[src/hdl/cmbs_map.svh]
`ifndef CMBS_MAP_SVH
`define CMBS_MAP_SVH
// buffer select nibble values (address bits 7:4 of the 8-bit offset into the block)
`define CMBS_SEL_RX_BACK 4'h3
`define CMBS_SEL_RX_FORE 4'h4
`define CMBS_SEL_TX_FIRST 4'h5
`define CMBS_SEL_TX_LAST 4'h7
// byte offsets inside one 16-byte buffer window
`define CMBS_OFS_IDENT0 4'h0
`define CMBS_OFS_IDENT1 4'h1
`define CMBS_OFS_IDENT3 4'h3
`define CMBS_OFS_PAYLOAD0 4'h4
`define CMBS_OFS_PAYLOAD7 4'hB
`define CMBS_OFS_LENGTH 4'hC
`define CMBS_OFS_PRIORITY 4'hD
// field positions
`define CMBS_BIT_SRR 4
`define CMBS_BIT_FMT 3
`define CMBS_BIT_STD_RTR 4
`define CMBS_BIT_EXT_RTR 0
// largest data byte count
`define CMBS_MAX_BYTES 4'h8
// value of unused locations and of fields without storage
`define CMBS_READ_ZERO 8'h00
`endif

[src/hdl/cmbs_pkg.sv]
package cmbs_pkg;
  typedef logic [7:0] cmbs_byte_t;
  // one 13-byte message structure plus priority
  typedef struct packed {
    cmbs_byte_t [3:0] ident;
    cmbs_byte_t [7:0] payload;
    cmbs_byte_t length;
    cmbs_byte_t prio;
  } cmbs_buf_s;
  // cpu access
  typedef struct packed {
    logic rd;
    logic wr;
    logic [7:0] addr;
    cmbs_byte_t wdata;
  } cmbs_cpu_s;
  // received frame handed over by the bus engine
  typedef struct packed {
    logic valid;
    cmbs_byte_t [3:0] ident;
    cmbs_byte_t [7:0] payload;
    cmbs_byte_t length;
  } cmbs_rx_s;
  typedef enum logic [2:0] {
    CMBS_IDLE = 3'b001,
    CMBS_SELECT = 3'b010,
    CMBS_SEND = 3'b100
  } cmbs_state_e;
  // frame offered to the bus engine
  typedef struct packed {
    logic valid;
    logic [1:0] index;
    logic extended;
    logic [28:0] ident;
    logic remote;
    logic [3:0] length;
    logic [3:0] nbytes;
    cmbs_byte_t [7:0] payload;
  } cmbs_tx_s;
endpackage

[src/hdl/cmbs_store.sv]
`timescale 1ns/1ns
`include "cmbs_map.svh"
//////////////////////////////////////////////////////////////////////////////
// How it works
// - each buffer fills a 16-byte window
// - offsets: ident 0-3, data 4-11, length 12, prio 13
// - nibble 4 receive, 5-7 transmit zero..two
// - message bytes not reset, unknown until written
// - receive buffer readable, cpu writes ignored
// - transmit buffers readable and writable anytime
// - extended identifier byte layout
// - standard identifier layout, format flag zero
// - 11 or 29 bit identifiers, msb first
// - smaller identifier wins bus arbitration
// - software sets substitute bit; received stored as seen
// - format flag selects standard or extended
// - length code binary 0..8 byte count
// - remote frame sends length, zero data bytes
// - only length-code many data bytes used
// - priority byte only on transmit buffers
// - non-empty transmit buffers compete before start
// - smallest local priority value wins
// - equal priority: lowest index wins
// - background receive buffer readable in test only
module cmbs_store #(
  parameter int NUM_TX = 3
) (
  // clock and reset
  input wire logic ref_clk,
  input wire logic srst,
  // cpu side
  input cmbs_pkg::cmbs_cpu_s cpu,
  input wire logic testMode,
  output cmbs_pkg::cmbs_byte_t cpuRdata,
  output logic cpuRvalid,
  // transmit-empty flags, kept by the flag logic
  input wire logic [NUM_TX-1:0] txEmptyFlag,
  // bus engine side
  input wire logic sofReq,
  input wire logic txDone,
  input cmbs_pkg::cmbs_rx_s rxFrame,
  input wire logic rxToForeground,
  output cmbs_pkg::cmbs_tx_s txFrame
);

  typedef struct packed {
    cmbs_pkg::cmbs_buf_s [NUM_TX-1:0] tx;
    cmbs_pkg::cmbs_buf_s rx_foreground_buf;
    cmbs_pkg::cmbs_buf_s rx_background_buf;
    cmbs_pkg::cmbs_byte_t rdata;
    logic rvalid;
    cmbs_pkg::cmbs_state_e state;
    logic [NUM_TX-1:0] pending;
    cmbs_pkg::cmbs_tx_s txOut;
  } cmbs_state_s;

  cmbs_state_s s_q;
  cmbs_state_s s_d;
  logic [3:0] bufSel;
  logic [3:0] byteOfs;
  logic [1:0] winIdx;
  logic winFound;
  cmbs_pkg::cmbs_byte_t winPrio;
  logic [NUM_TX-1:0] better;
  cmbs_pkg::cmbs_buf_s selBuf;
  logic selExt;
  logic selRemote;
  logic [3:0] selLen;

  assign bufSel = cpu.addr[7:4];
  assign byteOfs = cpu.addr[3:0];

  //////////////////////////////////////////////////////////////////////////////
  // byte read out of one window; priority slot only where the buffer has one
  function automatic cmbs_pkg::cmbs_byte_t winRead(
    input cmbs_pkg::cmbs_buf_s b,
    input logic [3:0] ofs,
    input logic hasPrio
  );
    cmbs_pkg::cmbs_byte_t r;
    r = `CMBS_READ_ZERO;
    if (ofs <= `CMBS_OFS_IDENT3) begin
      r = b.ident[2'(ofs)];
    end else if (ofs <= `CMBS_OFS_PAYLOAD7) begin
      r = b.payload[3'(ofs - `CMBS_OFS_PAYLOAD0)];
    end else if (ofs == `CMBS_OFS_LENGTH) begin
      r = {4'h0, b.length[3:0]};
    end else if (ofs == `CMBS_OFS_PRIORITY && hasPrio) begin
      r = b.prio;
    end
    return r; // offsets 14 and 15 read zero
  endfunction

  //////////////////////////////////////////////////////////////////////////////
  // internal prioritisation: strict less-than keeps the lower index on a tie
  always_comb begin
    winFound = 1'b0;
    winIdx = 2'h0;
    winPrio = 8'hFF;
    for (int i = 0; i < NUM_TX; i++) begin
      better[i] = !txEmptyFlag[i] && (!winFound || s_q.tx[i].prio < winPrio);
      if (better[i]) begin
        winFound = 1'b1;
        winIdx = 2'(i);
        winPrio = s_q.tx[i].prio;
      end
    end
  end

  // decode the chosen buffer into an outgoing frame
  always_comb begin
    selBuf = s_q.tx[winIdx];
    selExt = selBuf.ident[1][`CMBS_BIT_FMT];
    selRemote = selExt ? selBuf.ident[3][`CMBS_BIT_EXT_RTR]
                       : selBuf.ident[1][`CMBS_BIT_STD_RTR];
    selLen = selBuf.length[3:0];
  end

  //////////////////////////////////////////////////////////////////////////////
  // next-state logic for all storage, reads and the selection machine
  always_comb begin
    s_d = s_q;
    s_d.rvalid = cpu.rd;
    s_d.rdata = `CMBS_READ_ZERO;
    // cpu reads: receive buffer always, background only under
    if (cpu.rd) begin
      if (bufSel == `CMBS_SEL_RX_FORE) begin
        s_d.rdata = winRead(s_q.rx_foreground_buf, byteOfs, 1'b0);
      end else if (bufSel >= `CMBS_SEL_TX_FIRST && bufSel <= `CMBS_SEL_TX_LAST) begin
        s_d.rdata = winRead(s_q.tx[2'(bufSel - `CMBS_SEL_TX_FIRST)], byteOfs, 1'b1);
      end else if (testMode && bufSel == `CMBS_SEL_RX_BACK) begin
        s_d.rdata = winRead(s_q.rx_background_buf, byteOfs, 1'b0);
      end
    end
    // cpu writes reach transmit buffers only; no mode gating
    if (cpu.wr && bufSel >= `CMBS_SEL_TX_FIRST && bufSel <= `CMBS_SEL_TX_LAST) begin
      for (int i = 0; i < NUM_TX; i++) begin
        if (2'(bufSel - `CMBS_SEL_TX_FIRST) == 2'(i)) begin
          if (byteOfs <= `CMBS_OFS_IDENT3) begin
            s_d.tx[i].ident[2'(byteOfs)] = cpu.wdata;
          end else if (byteOfs <= `CMBS_OFS_PAYLOAD7) begin
            s_d.tx[i].payload[3'(byteOfs - `CMBS_OFS_PAYLOAD0)] = cpu.wdata;
          end else if (byteOfs == `CMBS_OFS_LENGTH) begin
            s_d.tx[i].length = {4'h0, cpu.wdata[3:0]};
          end else if (byteOfs == `CMBS_OFS_PRIORITY) begin
            s_d.tx[i].prio = cpu.wdata;
          end
        end
      end
    end
    // received frame lands in background, then copied to foreground
    if (rxFrame.valid) begin
      s_d.rx_background_buf.ident = rxFrame.ident; // substitute bit kept as seen
      s_d.rx_background_buf.length = {4'h0, rxFrame.length[3:0]};
      for (int k = 0; k < 8; k++) begin
        if (4'(k) < rxFrame.length[3:0]) begin
          s_d.rx_background_buf.payload[k] = rxFrame.payload[k];
        end
      end
    end
    if (rxToForeground) begin
      s_d.rx_foreground_buf = s_q.rx_background_buf;
    end
    // selection machine: choose right before start of frame
    case (s_q.state)
      cmbs_pkg::CMBS_IDLE: begin
        if (sofReq) begin
          s_d.state = cmbs_pkg::CMBS_SELECT;
        end
      end
      cmbs_pkg::CMBS_SELECT: begin
        s_d.pending = ~txEmptyFlag;
        if (winFound) begin
          s_d.txOut.valid = 1'b1;
          s_d.txOut.index = winIdx;
          s_d.txOut.extended = selExt;
          // msb-first order is kept by placing the id in bits 28 down, or in bits 10 down for a standard id
          s_d.txOut.ident = selExt
            ? {selBuf.ident[0], selBuf.ident[1][7:5], selBuf.ident[1][2:0],
               selBuf.ident[2], selBuf.ident[3][7:1]}
            : {18'h0, selBuf.ident[0], selBuf.ident[1][7:5]};
          s_d.txOut.remote = selRemote;
          s_d.txOut.length = selLen;
          s_d.txOut.nbytes = selRemote ? 4'h0
            : (selLen > `CMBS_MAX_BYTES ? `CMBS_MAX_BYTES : selLen);
          s_d.txOut.payload = selBuf.payload;
          s_d.state = cmbs_pkg::CMBS_SEND;
        end else begin
          s_d.state = cmbs_pkg::CMBS_IDLE;
        end
      end
      cmbs_pkg::CMBS_SEND: begin
        if (txDone) begin
          s_d.txOut.valid = 1'b0;
          s_d.state = cmbs_pkg::CMBS_IDLE;
        end
      end
      default: begin
        s_d.state = cmbs_pkg::CMBS_IDLE;
      end
    endcase
  end

  //////////////////////////////////////////////////////////////////////////////
  // register stage; message storage deliberately left out of reset
  always_ff @(posedge ref_clk) begin
    s_q <= s_d;
    if (srst) begin
      s_q.rdata <= 8'h00;
      s_q.rvalid <= 1'b0;
      s_q.state <= cmbs_pkg::CMBS_IDLE;
      s_q.pending <= '0;
      s_q.txOut <= '0;
    end
  end

  assign cpuRdata = s_q.rdata;
  assign cpuRvalid = s_q.rvalid;
  assign txFrame = s_q.txOut;

  //////////////////////////////////////////////////////////////////////////////
  // checks
  property p_rx_nowrite;
    @(posedge ref_clk) disable iff (srst)
      (cpu.wr && bufSel == `CMBS_SEL_RX_FORE && !rxToForeground) |=> $stable(s_q.rx_foreground_buf);
  endproperty
  a_rx_nowrite: assert property (p_rx_nowrite) else $error("receive buffer changed by cpu write");

  property p_tx_write;
    @(posedge ref_clk) disable iff (srst)
      (cpu.wr && bufSel == `CMBS_SEL_TX_FIRST && byteOfs == `CMBS_OFS_PRIORITY)
        |=> s_q.tx[0].prio == $past(cpu.wdata);
  endproperty
  a_tx_write: assert property (p_tx_write) else $error("priority write lost");

  property p_rd_lat;
    @(posedge ref_clk) disable iff (srst) cpu.rd |=> cpuRvalid;
  endproperty
  a_rd_lat: assert property (p_rd_lat) else $error("read answer missing");

  property p_unused;
    @(posedge ref_clk) disable iff (srst)
      (cpu.rd && byteOfs > `CMBS_OFS_PRIORITY) |=> cpuRdata == 8'h00;
  endproperty
  a_unused: assert property (p_unused) else $error("unused byte not zero");

  property p_rx_noprio;
    @(posedge ref_clk) disable iff (srst)
      (cpu.rd && bufSel == `CMBS_SEL_RX_FORE && byteOfs == `CMBS_OFS_PRIORITY)
        |=> cpuRdata == 8'h00;
  endproperty
  a_rx_noprio: assert property (p_rx_noprio) else $error("receive priority slot");

  property p_winner_pending;
    @(posedge ref_clk) disable iff (srst)
      $rose(txFrame.valid) |-> s_q.pending[txFrame.index];
  endproperty
  a_winner_pending: assert property (p_winner_pending) else $error("empty buffer chosen");

  property p_winner_min;
    @(posedge ref_clk) disable iff (srst)
      (s_q.state == cmbs_pkg::CMBS_SELECT && winFound) |->
        (txEmptyFlag[0] || s_q.tx[0].prio > winPrio || winIdx == 2'h0);
  endproperty
  a_winner_min: assert property (p_winner_min) else $error("priority or tie order wrong");

  property p_remote_zero;
    @(posedge ref_clk) disable iff (srst)
      (txFrame.valid && txFrame.remote) |-> txFrame.nbytes == 4'h0;
  endproperty
  a_remote_zero: assert property (p_remote_zero) else $error("remote frame with data");

  property p_nbytes;
    @(posedge ref_clk) disable iff (srst)
      txFrame.valid |-> txFrame.nbytes <= `CMBS_MAX_BYTES;
  endproperty
  a_nbytes: assert property (p_nbytes) else $error("byte count over eight");

  property p_std_id;
    @(posedge ref_clk) disable iff (srst)
      (txFrame.valid && !txFrame.extended) |-> txFrame.ident[28:11] == 18'h0;
  endproperty
  a_std_id: assert property (p_std_id) else $error("standard id too wide");

  property p_rx_ident;
    @(posedge ref_clk) disable iff (srst)
      rxFrame.valid |=> s_q.rx_background_buf.ident == $past(rxFrame.ident);
  endproperty
  a_rx_ident: assert property (p_rx_ident) else $error("rx id altered");

  property p_rx_len;
    @(posedge ref_clk) disable iff (srst)
      rxFrame.valid |=> s_q.rx_background_buf.length == {4'h0, $past(rxFrame.length[3:0])};
  endproperty
  a_rx_len: assert property (p_rx_len) else $error("rx length altered");

  property p_fg_copy;
    @(posedge ref_clk) disable iff (srst)
      rxToForeground |=> s_q.rx_foreground_buf.ident == $past(s_q.rx_background_buf.ident);
  endproperty
  a_fg_copy: assert property (p_fg_copy) else $error("foreground copy lost");

  // nibbles outside the map, and the hidden background buffer, read zero
  property p_unmapped;
    @(posedge ref_clk) disable iff (srst)
      (cpu.rd && (bufSel < `CMBS_SEL_RX_FORE || bufSel > `CMBS_SEL_TX_LAST)
        && !(testMode && bufSel == `CMBS_SEL_RX_BACK)) |=> cpuRdata == 8'h00;
  endproperty
  a_unmapped: assert property (p_unmapped) else $error("unmapped read not zero");

  property p_len_hi;
    @(posedge ref_clk) disable iff (srst)
      (cpu.rd && byteOfs == `CMBS_OFS_LENGTH) |=> cpuRdata[7:4] == 4'h0;
  endproperty
  a_len_hi: assert property (p_len_hi) else $error("length upper bits set");

  property p_none_pending;
    @(posedge ref_clk) disable iff (srst)
      (s_q.state == cmbs_pkg::CMBS_SELECT && &txEmptyFlag) |=> !txFrame.valid;
  endproperty
  a_none_pending: assert property (p_none_pending) else $error("sent from empty set");

  // the offered frame stands untouched until the engine ends it
  property p_frame_holds;
    @(posedge ref_clk) disable iff (srst)
      (s_q.state == cmbs_pkg::CMBS_SEND && !txDone)
        |=> (s_q.state == cmbs_pkg::CMBS_SEND && $stable(txFrame));
  endproperty
  a_frame_holds: assert property (p_frame_holds) else $error("frame changed while sent");

  // every losing pending buffer ranks no better than the winner
  for (genvar p = 0; p < NUM_TX * NUM_TX; p++) begin : g_order
    localparam int WIN = p / NUM_TX;
    localparam int LOSE = p % NUM_TX;
    property p_win_order;
      @(posedge ref_clk) disable iff (srst)
        ($rose(txFrame.valid) && txFrame.index == 2'(WIN) && !$past(txEmptyFlag[LOSE]))
          |-> ($past(s_q.tx[WIN].prio) < $past(s_q.tx[LOSE].prio))
            || ($past(s_q.tx[WIN].prio) == $past(s_q.tx[LOSE].prio) && WIN <= LOSE);
    endproperty
    a_win_order: assert property (p_win_order) else $error("outranked buffer won");
  end

endmodule

[config.mk]
export PLATFORM = sky130hd
export DESIGN_NAME = cmbs_store
export DESIGN_NICKNAME = d
export VERILOG_FILES = /design/src/hdl/cmbs_pkg.sv /design/src/hdl/cmbs_store.sv
export VERILOG_INCLUDE_DIRS = /design/src /design/src/hdl
export SDC_FILE = /design/constraint.sdc
export NUM_CORES = 1
export LEC_CHECK = 0
export BUFFER_PORTS_ARGS = -buffer_cell sky130_fd_sc_hd__buf_2
export CAP_MARGIN = 20
export CORE_ASPECT_RATIO = 0.8
export CORE_MARGIN = 4
export CORE_UTILIZATION = 63
export CTS_BUF_LIST = sky130_fd_sc_hd__clkbuf_8
export DETAILED_ROUTE_END_ITERATION = 10
export GPL_TIMING_DRIVEN = 0
export PLACE_DENSITY = 0.84
export SLEW_MARGIN = 10
export SYNTH_ARGS = -nofsm -noshare
export SYNTH_HDL_FRONTEND = slang
export SYNTH_SLANG_ARGS = --single-unit
export TNS_END_PERCENT = 1
[constraint.sdc]
create_clock -name ref_clk -period 12.2 [get_ports ref_clk]
set_input_delay 1.83 -clock ref_clk [delete_from_list [all_inputs] [get_ports ref_clk]]
set_output_delay 1.83 -clock ref_clk [all_outputs]
set_load 0.05 [all_outputs]
==> results of run 1 <==
-- stage by stage --
step / total power, mW / instance area [um2] / setup WS (ns) / utilization, % / hold slack, ns
2_1_floorplan: 2.77 / 28900 / 6.12 / - / 0.417
3_5_place_dp: 2.96 / 30900 / 3.96 / 68.9 / 0.429
6_report: 4.56 / 32600 / 4.36 / 72.9 / 0.439
5_1_grt: 4.68 / 32600 / 4.15 / 72.9 / 0.455
3_3_place_gp: 2.94 / 30800 / 4.03 / 68.8 / 0.425
4_1_cts: 4.54 / 32600 / 4.66 / 72.8 / 0.440
-- per-layer routing --
layer  routed length (um)  vias up  track usage [%]
met5                   86        -                0
met4                 3380       12             12.6
met3                13500      248             14.0
met2                39900     1658             54.9
met1                34000     9974             50.8
li1                     -     8224                -
-- power by group through the flow --
stage / logic, mW / registers [mW] / clock network, mW
after global placement: 0.430 / 2.51 / 0
after floorplan: 0.261 / 2.50 / 0
after global routing: 0.470 / 2.48 / 1.73
after detailed placement: 0.441 / 2.52 / 0
after CTS: 0.442 / 2.47 / 1.63
final: 0.457 / 2.47 / 1.63
-- cell usage after synthesis, types with 5 or more instances --
cell type and n:
nand4b_1 70, nor2_1 92, o22ai_1 5, buf_4 129
nand3_1 12, o21ai_0 29, dfxtp_1 118, nor3_1 23
buf_2 26, and2_1 15, a311oi_1 6, mux4_2 131
nand2b_1 8, clkbuf_1 91, mux2i_1 128, nand2_1 49
mux2_2 18, edfxtp_1 524, a211oi_1 13, a31oi_1 8
a211o_1 13, buf_1 17, nand3b_1 74, a2111oi_1 18
a21oi_1 52, o311ai_0 70, a22oi_1 5, nor2b_1 17
nor4_1 22, o211ai_1 6, and3_1 40, ha_1 20
-- cells by family (layout without fill, tap and decap cells) --
logic type	Yosys count	in the layout	synth area share, %
AO/OA/AOI/OAI	255	255	6.66
adder cells (fa/ha/maj)	20	20	0.867
buffers and inverters	273	688	5.44
flip-flops	642	642	62.7
multiplexers	277	277	15.4
other	0	2	0
AND/OR/NAND/NOR	433	433	8.96
-- state kept, by name (all words and copies together), names as in the netlist --
signal,count
s_q,527
txFrame,106
cpuRvalid,1
cpuRdata,8
-- how the worst max path moves through the flow --
stage,from,endpoint,slack (ns),depth (start not counted)
after detailed placement,txEmptyFlag[0],txFrame[88],3.96,21
after global routing,txEmptyFlag[0],txFrame[88],4.15,21
after floorplan,txEmptyFlag[0],txFrame[80],6.12,21
after CTS,txEmptyFlag[0],txFrame[88],4.66,21
final,txEmptyFlag[0],txFrame[88],4.36,21
after global placement,txEmptyFlag[0],txFrame[8],4.03,23
-- area by class of cell --
class / instances / area, um2
flip-flops and latches: 642 / 18100
well taps: 603 / 754
inverters: 6 / 22.5
clock buffers: 101 / 1390
diodes: 2 / 5.00
multi-input cells: 985 / 9230
plain buffers: 267 / 1550
repair buffers: 247 / 1270
fillers: 2882 / 12200
clock inverters: 67 / 328
==> impl_results.md, run 1 <==
* Vias in the first global route at around 19000
* Cts hold-fix bufs at 0
* Area fraction of the dominant cell type after synthesis at 54.5%
* Worst-path clk slew at around 0.060 ns
* Slowest CP cell: o32ai_4
* H-tree depth at 3
* Clk Latency, worst-skew pair at between 0.7 and 0.8 ns
* Dpl hpwl at 65800 um
* Fin cells at 2920
* Post-Route WL at 91000 um
* Nets at 2394
* Final cycle utilization of the critical path at 64.2%
* Number of max-cap violations at 0
* Max Clk Rate at 128 MHz
* DRT Pass-1 Iters at 6
* Max_slew headroom at 20.2%
* FF-to-FF Start: s_q[350]
* Chip Height at 199 um
* Critical-path maximum fanout at 10
* HP Start: s_q[209]
* RR Endpoint: txFrame[88]
* Setup CP Type: in2reg
* Kind of start point of the critical path: input pin
* Vias per Instance at 6.89
* Post-Synthesis Cells at 1900
* Synth warnings at 0
* Top Ports at 247
* Most common cell after layout, fill and taps aside: edfxtp_1
* Largest net degree at the start of global routing at 54
* Hold crit path type: reg2reg
* Cell mode on critical path: clkbuf_1
* Pwr per Cell Area at between 100 and 150 nW/um2
* Power share of the combinational group at 10.0%
* Kind of cell adding the most delay to the critical path: buffers and inverters
* Ys async rst share at 0%
* Wirelength per Cell at 31.1 um
* Net Sw Power at about 1.2 mW
* Seq/Total Area, Yosys at a little over three fifths
* Distinct cells, synth at 58
* Area contributors post-synth: edfxtp_1 55%, mux4_2 10%, dfxtp_1 8.2%
* Seq cells post-synth at 642
* Part of the power in registers at 54.3%
* Syn_nets at 2052
* Max stage delay on crit path at 0.81 ns
* Share of cells above drive strength 1 at 29.8%
* Clk pwr share at 35.7%
* Most frequent cells in the layout: 524 x edfxtp_1, 267 x buf_2, 131 x mux4_2, 130 x buf_4, 128 x mux2i_1
* Internal at roughly 3.4 mW
* Vias at 20100
* CTS tree: yes
* CP arrival at 8.38 ns
* Mapped cell area at 28900 um2
* Die W at 247 um
* Worst r2r path cells at 19
* Routed Antenna Nets at 0
* Resize count post-CTS at 0
* Overall global routing resource usage at a little under two fifths
* # Post-CTS Setup Buffers at 0
* Dpl cells at 2746
* Ys flop type: edfxtp_1
* Hold Fails Final Rpt at 0
* # rows at 69
* Worst Path Required at 12.74 ns
* Reg2reg setup slack at roughly 5.7 ns
* WHS Path Cells at 0
* Worst Hold Path EP: s_q[321]
* CP cell instances: buf_2, clkbuf_1, nor2_1, ha_1, a211oi_1, o21ai_0, o21ai_1, buf_2, clkbuf_1, clkbuf_1, nor2_1, a21oi_1, ha_1, a21oi_1, o21ai_0, a2111oi_0, o31ai_1, o32ai_4, buf_6, clkbuf_1, a2111oi_1
* Core Region at 44800 um2
* Final setup violation count at 0
* Sw Share at between 20% and 30%
* Avg Synthesized Cell Area at 15.2 um2
* Leak Pwr at ~12 nW
* Number of CTS-inserted buffers at 93
* Final slew viol count at 0
* Antenna violations before repair at 9
* Initial Util at between 60% and 70%
* Clk_skew at 0.0349 ns
* Cell taking the most area after synthesis: edfxtp_1
* First-pass GRT wire length at 130000 um
* Worst vdd ir at 119 uV
* Final GP Congestion at ~1
* Overflow after GRT at 0
* Clock tree root buffer cell: clkbuf_8
* Status: complete, no violations
* Unrepaired setup endpoints after global routing: false
* Setup tns final at 0 ns
* Die area at approximately 50000 um2
* Detailed Route Iter0 Violations at 2998
* Worst-margin pin slew at 1.20 ns
* Buffers on Ports at 238
* CTS sink cnt at 642
* Critical path buffers and inverters at 7
* Post-synth EDFFs at ~520
* Area delta synth->final at 13.1%
* Endpoint class of the critical path: flip-flop
* Residual DRC at 0
* Final Critical Period at 7.84 ns
* Longest Clk Path Bufs at 3
Power figures use the tool's default switching activity.
==> inputs of run 2 (changes only) <==
--- a/config.mk
+++ b/config.mk
@@ -6,15 +6,16 @@
 export SDC_FILE = /design/constraint.sdc
 export NUM_CORES = 1
 export LEC_CHECK = 0
+export ABC_AREA = 1
 export BUFFER_PORTS_ARGS = -buffer_cell sky130_fd_sc_hd__buf_2
 export CAP_MARGIN = 20
 export CORE_ASPECT_RATIO = 0.8
 export CORE_MARGIN = 4
-export CORE_UTILIZATION = 63
+export CORE_UTILIZATION = 56
 export CTS_BUF_LIST = sky130_fd_sc_hd__clkbuf_8
 export DETAILED_ROUTE_END_ITERATION = 10
 export GPL_TIMING_DRIVEN = 0
-export PLACE_DENSITY = 0.84
+export PLACE_DENSITY = 0.79
 export SLEW_MARGIN = 10
 export SYNTH_ARGS = -nofsm -noshare
 export SYNTH_HDL_FRONTEND = slang
==> constraint.sdc (replaced) <==
create_clock -name ref_clk -period 6.4 [get_ports ref_clk]
set_input_delay 0.96 -clock ref_clk [delete_from_list [all_inputs] [get_ports ref_clk]]
set_output_delay 0.96 -clock ref_clk [all_outputs]
set_load 0.05 [all_outputs]
==> impl_results.md, run 2 <==
* Status: complete, no violations (unchanged)
* Antenna violations before repair at 2 (was 9)
* Most common cell after layout, fill and taps aside: nand2_1 (was edfxtp_1)
* Worst-path clk slew at 0.06 ns (about the same)
* Post-Synthesis Cells at 2600 (was 1900)
* Residual DRC at 0 (unchanged)
* Worst-margin pin slew at 1.33 ns (was 1.20 ns)
* First-pass GRT wire length at 155000 um (was 130000 um)
* Number of CTS-inserted buffers at 99 (was 93)
* Largest net degree at the start of global routing at 73 (was 54)
* Setup CP Type: in2reg (unchanged)
* Post-Route WL at 111000 um (was 91000 um)
* Fin cells at 3710 (was 2920)
* Share of cells above drive strength 1 at 18.8% (was 29.8%)
* Max_slew headroom at 11.4% (was 20.2%)
* Vias at 23700 (was 20100)
* Vias per Instance at 6.38 (was 6.89)
* Worst r2r path cells at 26 (was 19)
* CTS sink cnt at 642 (unchanged)
* Seq/Total Area, Yosys at 64.8% (was 62.7%)
* Setup tns final at 0 ns (unchanged)
* Top Ports at 247 (unchanged)
* Initial Util at 57.2% (was 64.4%)
* Vias in the first global route at 22000 (was 19300)
* Mapped cell area at 27900 um2 (was 28900 um2)
* CP arrival at 6.83 ns (was 8.38 ns)
* Die area at 53500 um2 (was 49300 um2)
* Final GP Congestion at 1.04 (was 1.02)
* Longest Clk Path Bufs at 3 (unchanged)
* Max Clk Rate at around 160 MHz
* Synth warnings at 0 (unchanged)
* Post-synth EDFFs at 524 (unchanged)
* FF-to-FF Start: s_q[460] (was s_q[350])
* Chip Height at 208 um (was 199 um)
* Dpl cell area at 30100 um2 (was 30900 um2)
* Top-count cell post-synth: nand2_1 (was edfxtp_1)
* Worst Setup Slack, final at 0.203 ns (was 4.36 ns)
* Routed Antenna Nets at 0 (unchanged)
* Unrepaired setup endpoints after global routing: false (unchanged)
* Endpoint class of the critical path: flip-flop (unchanged)
* Synth cell count leaders: 577 x nand2_1, 524 x edfxtp_1, 207 x a21oi_1 (was 524 x edfxtp_1, 131 x mux4_2, 129 x buf_4)
* CTS tree: yes (unchanged)
* # Post-CTS Setup Buffers at 0 (unchanged)
* Critical-path maximum fanout at 10 (unchanged)
* WHS Path Cells at 1 (was 0)
* Resize count post-CTS at 0 (unchanged)
* Cell mode on critical path: nand2_1 (was clkbuf_1)
* Clock tree root buffer cell: clkbuf_8 (unchanged)
* RR Endpoint: txFrame[17] (was txFrame[88])
* DRT Pass-1 Iters at 6 (unchanged)
* Number of flip-flops in the largest register at 527 (unchanged)
* Clk_skew at 0.0338 ns (was 0.0349 ns)
* Area contributors post-synth: edfxtp_1 56%, dfxtp_1 8.5%, nand2_1 7.8% (was edfxtp_1 55%, mux4_2 10%, dfxtp_1 8.2%)
* Syn_nets at 2752 (was 2052)
* Most frequent cells in the layout: 577 x nand2_1, 524 x edfxtp_1, 276 x buf_2, 207 x a21oi_1, 205 x o21ai_0 (was 524 x edfxtp_1, 267 x buf_2, 131 x mux4_2, 130 x buf_4, 128 x mux2i_1)
* Core Region at 48800 um2 (was 44800 um2)
* Dpl cells at 3515 (was 2746)
* # rows at 72 (was 69)
* Wirelength per Cell at 29.9 um (was 31.1 um)
* Worst vdd ir at 206 uV (was 119 uV)
* Distinct cells, synth at 45 (was 58)
* Kind of start point of the critical path: input pin (unchanged)
* Overall global routing resource usage at 40.2% (was 36.9%)
* H-tree depth at 3 (unchanged)
* Cts hold-fix bufs at 0 (unchanged)
* Clk Latency, worst-skew pair at 0.73 ns (was 0.72 ns)
* Final slew viol count at 0 (unchanged)
* Final Critical Period at 6.20 ns
* Final setup violation count at 0 (unchanged)
* Hold crit path type: in2reg (was reg2reg)
* Cell taking the most area after synthesis: edfxtp_1 (unchanged)
* Ys flop type: edfxtp_1 (unchanged)
* Final cycle utilization of the critical path at a little under 100%
* Leak Pwr at 12.6 nW (was 11.9 nW)
* Worst Hold Path EP: s_q[169] (was s_q[321])
* Buffers on Ports at 240 (was 238)
* Ys async rst share at 0% (unchanged)
* Dpl hpwl at 79800 um (was 65800 um)
* Slowest CP cell: clkbuf_1 (was o32ai_4)
* Overflow after GRT at 0 (unchanged)
* HP Start: rxFrame[40] (was s_q[209])
* Detailed Route Iter0 Violations at 4070 (was 2998)
* Seq cells post-synth at 642 (unchanged)
* Place WS at -0.0423 ns (was 3.96 ns)
* Final Cell Area at 32100 um2 (was 32600 um2)
* Reg2reg setup slack at 0.61 ns (was 5.72 ns)
* Max stage delay on crit path at 0.74 ns (was 0.81 ns)
* Area delta synth->final at 15.0% (was 13.1%)
* Nets at 3111 (was 2394)
* Hold Fails Final Rpt at 0 (unchanged)
* Number of max-cap violations at 0 (unchanged)
* Top reg by flops: s_q (unchanged)
* Area fraction of the dominant cell type after synthesis at 56.3% (was 54.5%)
* Avg Synthesized Cell Area at 10.7 um2 (was 15.2 um2)
* Pwr per Cell Area at 284 nW/um2 (was 140 nW/um2)
* Die W at 258 um (was 247 um)
* Worst Path Required at 7.04 ns (was 12.74 ns)
## run 2: changes by cell type after synthesis, sizes merged, moves of 35 or more
cell	delta
nor2	+35
a221oi	+42
nand3	+76
nand3b	-74
mux2i	-126
mux4	-131
nand4b	-70
a21oi	+157
and3	-40
nand2	+535
o21ai	+206
o311ai	-67
inv	+145
## run 2: logic make-up (layout without fill, tap and decap cells)
group                      count (synthesis)  count (layout)  share of synthesized area [%]
AOI/OAI and AO/OA                        668             668                           14.3
and+or+nand+nor                          838             838                           12.1
adders and majority gates                 20              20                          0.896
muxes                                      5               5                          0.193
DFF                                      642             642                           64.8
other                                      0               2                              0
buffers and inverters                    427             869                           7.69
## run 2: layer usage
layer  wire length [um]  part of all wire, %  vias up  global-route usage, %
li1                   -                    -     9885                      -
met1              42300                   38    11400                   57.0
met2              46000                   41     2013                   56.4
met3              17400                   16      327                   14.2
met4               5380                  4.8        0                   17.4
met5                  0                    0        -                      0
## run 2: power breakdown
group | leakage, nW | total, mW | internal (mW) | switching [mW]
Clock | 1.12 | 3.42 | 1.75 | 1.66
Sequential | 5.81 | 4.72 | 4.66 | 0.0594
Combinational | 5.63 | 0.974 | 0.234 | 0.741
## run 2: worst max path at each step
stage / slack (ns) / cells after the start / from / endpoint
global route: 0.1 / 29 / txEmptyFlag[0] / txFrame[17]
global placement: -0.07 / 29 / txEmptyFlag[0] / txFrame[17]
detailed placement: -0.04 / 29 / txEmptyFlag[0] / txFrame[17]
finish: 0.20 / 29 / txEmptyFlag[0] / txFrame[17]
floorplan: 1.77 / 25 / txEmptyFlag[0] / txFrame[2]
CTS: 0.65 / 29 / txEmptyFlag[0] / txFrame[17]
## run 2: layout make-up
cell class / instances / area (um2)
clock buffer: 118 / 1620
buffer: 276 / 1580
antenna: 2 / 5.00
fill: 3833 / 16700
multi-input combinational: 1531 / 7700
tap: 666 / 833
inverter: 151 / 567
sequential: 642 / 18100
clock inverter: 66 / 332
timing repair buffer: 258 / 1390
## run 2: metrics by stage
step | hold WS [ns] | total power, mW | utilization, %
after floorplan | 0.426 | 5.25 | -
after global placement | 0.431 | 5.70 | 61.4
after detailed placement | 0.432 | 5.72 | 61.6
after CTS | 0.392 | 9.03 | 65.6
after global routing | 0.395 | 9.31 | 65.8
final | 0.412 | 9.11 | 65.8
## run 2: critical path: cells and delay by family
family | cells | cell delay [ns]
buffers and inverters | 9 | 2.75
AOI/OAI and AO/OA | 5 | 1.24
and+or+nand+nor | 13 | 1.19
adders and majority gates | 2 | 0.64
